--- config.mk ---
export PLATFORM = sky130hd
export DESIGN_NAME = sesl_top
export DESIGN_NICKNAME = d
export VERILOG_FILES = /design/src/hw/sesl_pkg.sv /design/src/hw/sesl_top.sv /design/src/hw/sesl_flag_bit.sv
export VERILOG_INCLUDE_DIRS = /design/src /design/src/hw
export SDC_FILE = /design/constraint.sdc
export NUM_CORES = 1
export LEC_CHECK = 0
export BUFFER_PORTS_ARGS = -buffer_cell sky130_fd_sc_hd__buf_2
export CAP_MARGIN = 25
export CORE_UTILIZATION = 50
export DETAILED_ROUTE_END_ITERATION = 7
export PLACE_DENSITY = 0.9
export SLEW_MARGIN = 20
export SYNTH_ARGS = -nofsm -noshare
export SYNTH_HDL_FRONTEND = slang
export SYNTH_SLANG_ARGS = --single-unit
--- constraint.sdc ---
create_clock -name i_sys_clk -period 1.4 [get_ports i_sys_clk]
set_input_delay 0.14 -clock i_sys_clk [delete_from_list [all_inputs] [get_ports i_sys_clk]]
set_output_delay 0.14 -clock i_sys_clk [all_outputs]
set_load 0.03 [all_outputs]
--- src/hw/sesl_regs.svh ---
`ifndef SESL_REGS_SVH
`define SESL_REGS_SVH

// Flag register bit positions
`define SESL_FLAG_OPC_BIT   0
`define SESL_FLAG_QRY_BIT   2
`define SESL_FLAG_DEV_BIT   3
`define SESL_FLAG_EXE_BIT   4
`define SESL_FLAG_CMD_BIT   5
`define SESL_FLAG_PWR_BIT   7

// Implemented flag bits, bits 6 and 1 unused
`define SESL_FLAG_USED      8'hbd

// Reset values
`define SESL_FLAG_RESET     8'h80
`define SESL_MASK_RESET     8'h00
`define SESL_STB_RESET      8'h00

// Status byte bit positions
`define SESL_STB_ERRQ_BIT   2
`define SESL_STB_QUES_BIT   3
`define SESL_STB_MAV_BIT    4
`define SESL_STB_ESB_BIT    5
`define SESL_STB_MSS_BIT    6
`define SESL_STB_OPER_BIT   7

`endif

--- src/hw/sesl_pkg.sv ---
package sesl_pkg;

  // Host command codes
  typedef enum logic [2:0] {
    SESL_CMD_NOP       = 3'b000,
    SESL_CMD_SET_MASK  = 3'b001,
    SESL_CMD_QRY_MASK  = 3'b010,
    SESL_CMD_QRY_FLAGS = 3'b011,
    SESL_CMD_CLR_STAT  = 3'b100,
    SESL_CMD_OPC       = 3'b101,
    SESL_CMD_QRY_STB   = 3'b110
  } sesl_cmd_t;

  // Command request carrier
  typedef struct packed {
    logic       valid;
    sesl_cmd_t  code;
    logic [7:0] data;
  } sesl_req_t;

  // Condition events from parser and device
  typedef struct packed {
    logic cmd_err;
    logic exec_err;
    logic dev_err;
    logic query_err;
  } sesl_evt_t;

  // Single sticky flag state
  typedef struct packed {
    logic q;
  } sesl_flag_state_t;

  // Top-level state
  typedef struct packed {
    logic [7:0] mask;
    logic       opc_armed;
    logic       resp_valid;
    logic [7:0] resp_data;
    logic [7:0] status_byte;
    logic       err_queue_clear;
    logic       oper_clear;
    logic       ques_clear;
  } sesl_state_t;

endpackage

--- src/hw/sesl_top.sv ---
`timescale 1ns/1ps
`include "sesl_regs.svh"

// Summary of operation
// [RL1] Eight-bit enable mask, zero after reset
// [RL2] Mask selects flags feeding event summary
// [RL3] Status bit 5 is OR of enabled flags
// [RL4] Power-on bit 7, command error bit 5
// [RL5] Exec 4, device 3, query 2, complete 0
// [RL6] Flag query returns flags and clears them
// [RL7] Clear-status zeroes flags, status; keeps masks
// [RL8] Clear-status also empties the error queue
// [RL9] Mask query returns mask unchanged
// [RL10] Parser and device errors set flags
// [RL11] Operation complete set after pending work
// [RL12] Status bit 6 is OR of enabled bits
// [RL13] Flags latch until read or cleared
// [RL14] Reset sets power-on flag, clears others
module sesl_top (
  input  wire logic                i_sys_clk,
  input  wire logic                i_nrst,
  input  wire sesl_pkg::sesl_req_t i_req,
  input  wire sesl_pkg::sesl_evt_t i_evt,
  input  wire logic                i_ops_pending,
  input  wire logic                i_oper_summary,
  input  wire logic                i_msg_avail,
  input  wire logic                i_ques_summary,
  input  wire logic                i_err_queue_nonempty,
  input  wire logic [7:0]          i_srq_enable,
  output logic                     o_resp_valid,
  output logic [7:0]               o_resp_data,
  output logic [7:0]               o_status_byte,
  output logic [7:0]               o_event_enable_mask,
  output logic                     o_err_queue_clear,
  output logic                     o_oper_clear,
  output logic                     o_ques_clear
);

  localparam logic [7:0] FLAG_USED  = `SESL_FLAG_USED;
  localparam logic [7:0] FLAG_RESET = `SESL_FLAG_RESET;

  sesl_pkg::sesl_state_t state;
  sesl_pkg::sesl_state_t next_state;

  logic [7:0] standard_event_flags;
  logic [7:0] flag_set;
  logic       flag_clr;
  logic       cmd_set_mask;
  logic       cmd_qry_mask;
  logic       cmd_qry_flags;
  logic       cmd_clr_stat;
  logic       cmd_opc;
  logic       cmd_qry_stb;
  logic       opc_done;
  logic       event_summary_bit;
  logic [7:0] stb_raw;
  logic       master_summary_bit;

  // Command decode
  always_comb begin
    cmd_set_mask  = 1'b0;
    cmd_qry_mask  = 1'b0;
    cmd_qry_flags = 1'b0;
    cmd_clr_stat  = 1'b0;
    cmd_opc       = 1'b0;
    cmd_qry_stb   = 1'b0;
    if (i_req.valid) begin
      unique case (i_req.code)
        sesl_pkg::SESL_CMD_NOP: begin
        end
        sesl_pkg::SESL_CMD_SET_MASK: begin
          cmd_set_mask = 1'b1;
        end
        sesl_pkg::SESL_CMD_QRY_MASK: begin
          cmd_qry_mask = 1'b1;
        end
        sesl_pkg::SESL_CMD_QRY_FLAGS: begin
          cmd_qry_flags = 1'b1;
        end
        sesl_pkg::SESL_CMD_CLR_STAT: begin
          cmd_clr_stat = 1'b1;
        end
        sesl_pkg::SESL_CMD_OPC: begin
          cmd_opc = 1'b1;
        end
        sesl_pkg::SESL_CMD_QRY_STB: begin
          cmd_qry_stb = 1'b1;
        end
        default: begin
        end
      endcase
    end
  end

  // Operation complete once nothing is pending
  assign opc_done = state.opc_armed && !i_ops_pending; // [RL11]

  // Event sources onto flag positions
  always_comb begin
    flag_set = 8'h00;
    flag_set[`SESL_FLAG_CMD_BIT] = i_evt.cmd_err;   // [RL4] [RL10]
    flag_set[`SESL_FLAG_EXE_BIT] = i_evt.exec_err;  // [RL5] [RL10]
    flag_set[`SESL_FLAG_DEV_BIT] = i_evt.dev_err;   // [RL5] [RL10]
    flag_set[`SESL_FLAG_QRY_BIT] = i_evt.query_err; // [RL5] [RL10]
    flag_set[`SESL_FLAG_OPC_BIT] = opc_done;        // [RL5] [RL11]
  end

  // Read-to-clear and clear-status both clear the flags
  assign flag_clr = cmd_qry_flags || cmd_clr_stat; // [RL6] [RL7]

  genvar gi;
  generate
    for (gi = 0; gi < 8; gi = gi + 1) begin : g_flag
      if (FLAG_USED[gi]) begin : g_used
        sesl_flag_bit #(
          .RESET_VAL (FLAG_RESET[gi])
        ) u_flag (
          .i_sys_clk (i_sys_clk),
          .i_nrst    (i_nrst),
          .i_set     (flag_set[gi]),
          .i_clr     (flag_clr),
          .o_q       (standard_event_flags[gi])
        );
      end else begin : g_unused
        assign standard_event_flags[gi] = 1'b0; // [RL4] [RL5]
      end
    end
  endgenerate

  // Event summary from enabled flags
  assign event_summary_bit = |(standard_event_flags & state.mask); // [RL2] [RL3]

  // Status byte without master summary
  always_comb begin
    stb_raw = 8'h00;
    stb_raw[`SESL_STB_OPER_BIT] = i_oper_summary;
    stb_raw[`SESL_STB_ESB_BIT]  = event_summary_bit; // [RL3]
    stb_raw[`SESL_STB_MAV_BIT]  = i_msg_avail;
    stb_raw[`SESL_STB_QUES_BIT] = i_ques_summary;
    stb_raw[`SESL_STB_ERRQ_BIT] = i_err_queue_nonempty;
  end

  // Master summary over enabled status bits
  assign master_summary_bit = |(stb_raw & i_srq_enable); // [RL12]

  always_comb begin
    next_state = state;
    next_state.resp_valid      = 1'b0;
    next_state.err_queue_clear = 1'b0;
    next_state.oper_clear      = 1'b0;
    next_state.ques_clear      = 1'b0;

    // Status byte refresh
    next_state.status_byte = stb_raw;
    next_state.status_byte[`SESL_STB_MSS_BIT] = master_summary_bit; // [RL12]

    // Operation complete arming
    if (opc_done) begin
      next_state.opc_armed = 1'b0; // [RL11]
    end
    if (cmd_opc) begin
      next_state.opc_armed = 1'b1; // [RL11]
    end

    // Mask write
    if (cmd_set_mask) begin
      next_state.mask = i_req.data; // [RL1]
    end

    // Queries
    if (cmd_qry_mask) begin
      next_state.resp_valid = 1'b1;
      next_state.resp_data  = state.mask; // [RL9]
    end
    if (cmd_qry_flags) begin
      next_state.resp_valid = 1'b1;
      next_state.resp_data  = standard_event_flags; // [RL6]
    end
    if (cmd_qry_stb) begin
      next_state.resp_valid = 1'b1;
      next_state.resp_data  = state.status_byte;
    end

    // Clear status, masks untouched
    if (cmd_clr_stat) begin
      next_state.status_byte     = 8'h00; // [RL7]
      next_state.oper_clear      = 1'b1;  // [RL7]
      next_state.ques_clear      = 1'b1;  // [RL7]
      next_state.err_queue_clear = 1'b1;  // [RL8]
      next_state.opc_armed       = 1'b0;
    end
  end

  always_ff @(posedge i_sys_clk) begin
    if (!i_nrst) begin
      state.mask            <= `SESL_MASK_RESET; // [RL1]
      state.opc_armed       <= 1'b0;
      state.resp_valid      <= 1'b0;
      state.resp_data       <= 8'h00;
      state.status_byte     <= `SESL_STB_RESET;
      state.err_queue_clear <= 1'b0;
      state.oper_clear      <= 1'b0;
      state.ques_clear      <= 1'b0;
    end else begin
      state <= next_state;
    end
  end

  assign o_resp_valid        = state.resp_valid;
  assign o_resp_data         = state.resp_data;
  assign o_status_byte       = state.status_byte;
  assign o_event_enable_mask = state.mask;
  assign o_err_queue_clear   = state.err_queue_clear;
  assign o_oper_clear        = state.oper_clear;
  assign o_ques_clear        = state.ques_clear;

endmodule

--- src/hw/sesl_flag_bit.sv ---
`timescale 1ns/1ps

module sesl_flag_bit #(
  parameter logic RESET_VAL = 1'b0
) (
  input  wire logic i_sys_clk,
  input  wire logic i_nrst,
  input  wire logic i_set,
  input  wire logic i_clr,
  output logic      o_q
);

  sesl_pkg::sesl_flag_state_t state;
  sesl_pkg::sesl_flag_state_t next_state;

  // Set wins over clear
  always_comb begin
    next_state = state;
    if (i_clr) begin
      next_state.q = 1'b0; // [RL13]
    end
    if (i_set) begin
      next_state.q = 1'b1; // [RL13]
    end
  end

  always_ff @(posedge i_sys_clk) begin
    if (!i_nrst) begin
      state.q <= RESET_VAL; // [RL14]
    end else begin
      state <= next_state;
    end
  end

  assign o_q = state.q;

endmodule

## After elaboration in Yosys (flattened, before gate mapping)

Index checks and enable logic that the tools add are counted.

| word-level totals | value |
|---|---|
| memory bits (read-only) | 0 |
| logic and storage cells | 61 |
| output and inout bits | 28 |
| latch bits | 0 |
| memory bits (writable) | 0 |
| memories | 0 |
| bits of input ports | 31 |
| bits in registers | 35 |

| cells by class | value |
|---|---|
| equal/unequal tests | 6 |
| bitwise gates (word level) | 3 |
| add/sub/neg operators | 0 |
| order comparisons | 0 |
| reduce and logical (&&, ||, !) cells | 13 |
| muxes and demuxes | 24 |
| divide/modulo/power cells | 0 |
| shift-type cells | 0 |
| multipliers | 0 |

Operators with widths:

| operator | count |
|---|---|
| 9-bit two-way mux | 3 |
| 1-bit two-way mux | 20 |
| 8-bit AND | 2 |
| 8-bit OR reduction | 2 |
| 2-bit nonzero test | 6 |
| 3-bit equality test, second input constant | 3 |
| 3-bit by 2-bit equality test with 1-bit output, second input constant | 2 |
| 3-bit by 1-bit equality test with 1-bit output, second input constant | 1 |
| 3-bit two-way mux | 1 |
| 3-bit nonzero test | 1 |
| 2-bit OR reduction | 1 |
| 1-bit logical AND | 1 |
| 1-bit zero test | 1 |
| 1-bit logical OR | 1 |
| 1-bit NOT | 1 |

## Logic depth before layout (Yosys ltp)

| depth | value |
|---|---|
| word-level depth | 6 |
| gate-level depth with buffers | 4 |
| depth with buffers taken out | 3 |

## Hierarchy

From an unflattened synthesis, not the netlist that was laid out.

| second synthesis, totals | value |
|---|---|
| cell total of the unflattened synthesis | 158 |
| area total of the unflattened synthesis | 1,564.0 um2 |

By module, submodules not included:

| module | seq. area each (um2) | cells an instance | area an instance (um2) | times used |
|---|---|---|---|---|
| sesl_top | 500.5 | 140 | 1,323.8 | 1 |
| sesl_flag_bit at g_flag[0].g_used.u_flag ... | 20.0 | 3 | 41.3 | 5 |
| sesl_flag_bit at g_flag[7].g_used.u_flag | 20.0 | 3 | 33.8 | 1 |

## Worst setup path before layout

OpenSTA, ideal clock, no wires.

| timing path | value |
|---|---|
| path type | input to register |
| start point | in i_req[8] in the netlist's numbering |
| end point | reg state (netlist bit o_resp_data[7]) |
| data required time | 1.268 ns |
| buffers on the path | 1 |
| cell stages on the path | 4 |
| data arrival time | 0.814 ns |
| setup slack | 0.454 ns |
| library setup time | 0.132 ns |
| cells stage by stage | buf_4 -> mux2_2 -> a22oi_1 -> a21oi_1 |

| on the way | value |
|---|---|
| longest elaborated chain between the ends | 5 |
| elaborated cells on any way between the ends | 12 |
| classes of those cells | 3 x eq/ne; 8 x mux; 1 x reduce/logical |

RTL lines:

| element | line | text |
|---|---|---|
| start, declared | sesl_top.sv:22 | `input wire sesl_pkg::sesl_req_t i_req,` |
| 3-bit by 2-bit equality test with 1-bit output | sesl_top.sv:68 | `unique case (i_req.code)` |
| 1-bit two-way mux | sesl_top.sv:68 |  |
| 1-bit two-way mux | sesl_top.sv:67 | `if (i_req.valid) begin` |
| 9-bit two-way mux | sesl_top.sv:175 | `if (cmd_qry_flags) begin` |
| 9-bit two-way mux | sesl_top.sv:179 | `if (cmd_qry_stb) begin` |
| end signal, assigned | sesl_top.sv:205 | `state <= next_state;` |
| end, declared | sesl_top.sv:42 | `sesl_pkg::sesl_state_t state;` |

Several ways; a longest one is shown, not always the timed one.
A chain may end at the register's enable or synchronous reset.

## Final worst setup path

| timing path | value |
|---|---|
| start point | reg state (netlist bit o_event_enable_mask[4]) |
| end point | out o_event_enable_mask[4] |

RTL lines:

| element | line | text |
|---|---|---|
| end, declared | sesl_top.sv:33 | `output logic [7:0] o_event_enable_mask,` |

No word-level cell between the ends.

==> results.rst <==
.. list-table::
   :header-rows: 1

   * - Metric
     - Value
   * - Clock tree buffer depth
     - 2
   * - Count of mapped cells out of synthesis
     - 157
   * - Net switching share of the total power
     - 0.244
   * - Number of standard-cell rows in the floorplan
     - 19
   * - Clk root buf
     - sky130_fd_sc_hd__clkbuf_4
   * - Buffers plus inverters on the worst setup path
     - 1
   * - Final antenna diode count
     - 0
   * - Total of warnings raised by yosys
     - 0
   * - EDFF count, synth
     - 0
   * - Sequential power share
     - 0.493
   * - Period utilization
     - 0.780
   * - Vias
     - 1173
   * - Critical path launch point type
     - flip-flop
   * - Min Hold Slack
     - 13.2 ps
   * - Maximum number of pins on one net before global-route repair
     - 15
   * - Cts repair resizes
     - 0
   * - Worst-case vdd ir drop
     - 1.11 mV
   * - Final Routed Wirelength
     - 2840 um
   * - Crit path max fanout
     - 4
   * - Drt initial violations
     - 34
   * - Number of slew-limit violations in the final report
     - 0
   * - DIE AREA
     - 3160 sq um
   * - Fraction of power consumed by the clock network
     - 0.380
   * - Highest clock frequency the design can meet
     - 915 MHz
   * - Global-route wire length before repair
     - 4550 um
   * - Worst setup path class
     - flip-flop to primary output
   * - Area after DPL
     - 1550 sq um
   * - Critical path endpoint category
     - primary output
   * - Maximum single-stage delay on the critical path
     - 400 ps
   * - Syn Std Cell Area
     - 1470 sq um
   * - Final Setup Violations
     - 0
   * - Power density over cell area
     - 1130 nW/um^2
   * - # hold bufs at CTS
     - 3
   * - RSZ-0062 raised after global routing
     - false
   * - Clock transition at path regs
     - 90 ps
   * - Status
     - complete, no violations
   * - Number of hold violations in the final report
     - 0
   * - Last element of the critical path
     - o_event_enable_mask[4]
   * - Yosys reg bits
     - 31
   * - Via count normalized by instance count
     - 5.28
   * - Period minus WS final
     - 1090 ps
   * - Area of the core
     - 2780 sq um
   * - Area leader, netlist
     - sky130_fd_sc_hd__dfxtp_1
   * - Average cell area after synthesis
     - 9.36 sq um
   * - Critical Path Source
     - o_event_enable_mask[4]
   * - Leading cell type by number of instances after synthesis
     - sky130_fd_sc_hd__dfxtp_1
   * - Synth-to-Final Area Change
     - 14.3%
   * - Number of buffers added by the clock tree synthesis step
     - 5
   * - Power Total
     - 0.00190 W
   * - TritonCTS sink count
     - 31
   * - Synth top area cells
     - sky130_fd_sc_hd__dfxtp_1, sky130_fd_sc_hd__buf_4, sky130_fd_sc_hd__mux2i_1
   * - LEAKAGE
     - 0.767 nW
   * - Cell Int Power
     - 0.00144 W
   * - Buffers added on ports
     - 53
   * - TritonCTS clock tree
     - yes
   * - Endpoint of the most critical register-to-register path
     - o_resp_data[2]
   * - Logic pwr share
     - 0.127
   * - Final setup TNS
     - 0 ps
   * - Overall fraction of global-route tracks in use
     - 0.190
   * - Number of global-route vias before repair
     - 1066
   * - Register-to-register setup slack
     - 340 ps
   * - Antenna violations before repair
     - 0
   * - Residual DRC count
     - 0
   * - Floorplan die width
     - 56.2 um
   * - Worst endpoint required time
     - 1260 ps
   * - Effective utilization at floorplan
     - 0.528
   * - Clock insertion delay at the later pin of the skew report
     - 330 ps
   * - Chain of cells forming the critical path
     - buf_2
   * - Reg-to-Reg Start
     - o_event_enable_mask[2]
   * - Top cell type's share of synthesized area
     - 0.422
   * - Io pins
     - 59
   * - Fraction of layout cells with a size suffix above 1
     - 0.393
   * - Critical Path AT
     - 950 ps
   * - Register-to-Register Path Depth
     - 3
   * - Hold/Removal Path Class
     - input pin to flip-flop
   * - Flip-flop cell with the highest count after synthesis
     - sky130_fd_sc_hd__dfxtp_1
   * - Critical path depth in cells
     - 1
   * - Count of different cell masters after synthesis
     - 28
   * - Die height
     - 56.2 um
   * - # Post-CTS Setup Buffers
     - 0
   * - Commonest cells in the netlist
     - sky130_fd_sc_hd__dfxtp_1, sky130_fd_sc_hd__buf_4, sky130_fd_sc_hd__o21ai_0
   * - Clock tree skew after final layout
     - 6.34 ps
   * - Number of detailed-route iterations in the first pass
     - 4
   * - DP Wirelength
     - 2080 um
   * - Post-layout nets
     - 221
   * - Remaining global-route overflow
     - 0
   * - Proportion of synthesized flip-flops having asynchronous set or reset
     - 0
   * - Routability Congestion
     - 0.756
   * - Kind of cell with the highest combined delay on the critical path
     - flip-flops
   * - Detail-routed net length per standard cell
     - 12.8 um
   * - Total of max-cap violations
     - 0
   * - Number of filler cells placed in the layout
     - 235
   * - H-tree Lvls
     - 2
   * - Cell with the biggest individual delay on the critical path
     - sky130_fd_sc_hd__dfxtp_1
   * - Net Switching
     - 0.000465 W
   * - Sequential element share of the synthesized area
     - 0.422
   * - Design area
     - 1680 sq um
   * - Number of antenna-violating nets in the routed design
     - 0
==> worst min path at each step <==
stage	from	endpoint	slack [ps]	cells past startpoint
after floorplan	i_evt[0]	g_flag[2].g_used.u_flag.o_q	250	2
after global placement	i_evt[1]	g_flag[3].g_used.u_flag.o_q	340	3
after detailed placement	i_evt[2]	g_flag[4].g_used.u_flag.o_q	340	3
after CTS	i_evt[0]	g_flag[2].g_used.u_flag.o_q	10	3
after global routing	i_oper_summary	o_status_byte[7]	3	2
final	i_msg_avail	o_status_byte[4]	10	2
==> worst register-to-register path, stage by stage (launching register included) <==
cell                      delay [ps]
sky130_fd_sc_hd__dfxtp_1         350
sky130_fd_sc_hd__mux2_2          270
sky130_fd_sc_hd__a22oi_1         220
sky130_fd_sc_hd__a21oi_1         100
==> sequential cells by signal (all words and copies together), names as in the netlist <==
register                  count
g_flag.g_used.u_flag.o_q      6
o_ques_clear                  1
o_resp_valid                  1
o_resp_data                   8
o_event_enable_mask           8
o_status_byte                 6
state                         1
==> kinds of logic (layout without fill, tap and decap cells) <==
kind of cell	after synthesis	after routing	synth area share
mux	15	15	0.107
buf+inv	36	69	0.165
flops	31	31	0.422
compound gates	36	36	0.156
other cells	1	2	0.00255
simple gates	38	38	0.147
==> power by group through the flow <==
stage               logic [W]  registers [W]  clock network, W
floorplan            0.000181       0.000957                 0
global placement     0.000228       0.000959                 0
detailed placement   0.000232       0.000959                 0
CTS                  0.000239       0.000939          0.000728
global route         0.000262       0.000943          0.000774
finish               0.000241       0.000939          0.000724
==> layer usage <==
layer	share of wire	up-vias	GRT usage
li1	-	581	-
met3	0.060	9	0.0814
met5	0	-	0
met2	0.47	39	0.293
met4	0.015	0	0.0801
met1	0.45	544	0.231
==> metrics by stage <==
| step | setup WS [ps] | utilization | instances |
|---|---|---|---|
| 2_1_floorplan | 454 | - | 158 |
| 3_3_place_gp | 189 | 0.558 | 210 |
| 3_5_place_dp | 142 | 0.558 | 210 |
| 4_1_cts | 313 | 0.600 | 221 |
| 5_1_grt | 270 | 0.604 | 222 |
| 6_report | 308 | 0.604 | 222 |
==> cell usage in the layout (no fill, tap or decap), types with 2 or more instances in the layout <==
cell type | Yosys | layout
sky130_fd_sc_hd__mux2i_1 | 9 | 9
sky130_fd_sc_hd__nand2_1 | 12 | 12
sky130_fd_sc_hd__nor2_1 | 9 | 9
sky130_fd_sc_hd__and2_1 | 5 | 5
sky130_fd_sc_hd__a21oi_1 | 8 | 8
sky130_fd_sc_hd__dfxtp_1 | 31 | 31
sky130_fd_sc_hd__mux2_2 | 6 | 6
sky130_fd_sc_hd__dlygate4sd3_1 | 0 | 4
sky130_fd_sc_hd__inv_1 | 3 | 3
sky130_fd_sc_hd__clkbuf_4 | 0 | 5
sky130_fd_sc_hd__buf_2 | 2 | 53
sky130_fd_sc_hd__conb_1 | 1 | 2
sky130_fd_sc_hd__o21ai_0 | 14 | 14
sky130_fd_sc_hd__nand3b_1 | 3 | 3
sky130_fd_sc_hd__nor3_1 | 2 | 2
sky130_fd_sc_hd__a22oi_1 | 10 | 10
==> area by class of cell <==
class,instances,area [sq um],area share
Clock inverter,2,35.0,0.0209
Sequential cell,31,621,0.370
Clock buffer,6,51.3,0.0306
Tap cell,31,38.8,0.0231
Timing Repair Buffer,58,313,0.186
Multi-Input combinational cell,91,609,0.363
Inverter,3,11.3,0.00671
Power figures use the tool's default switching activity.
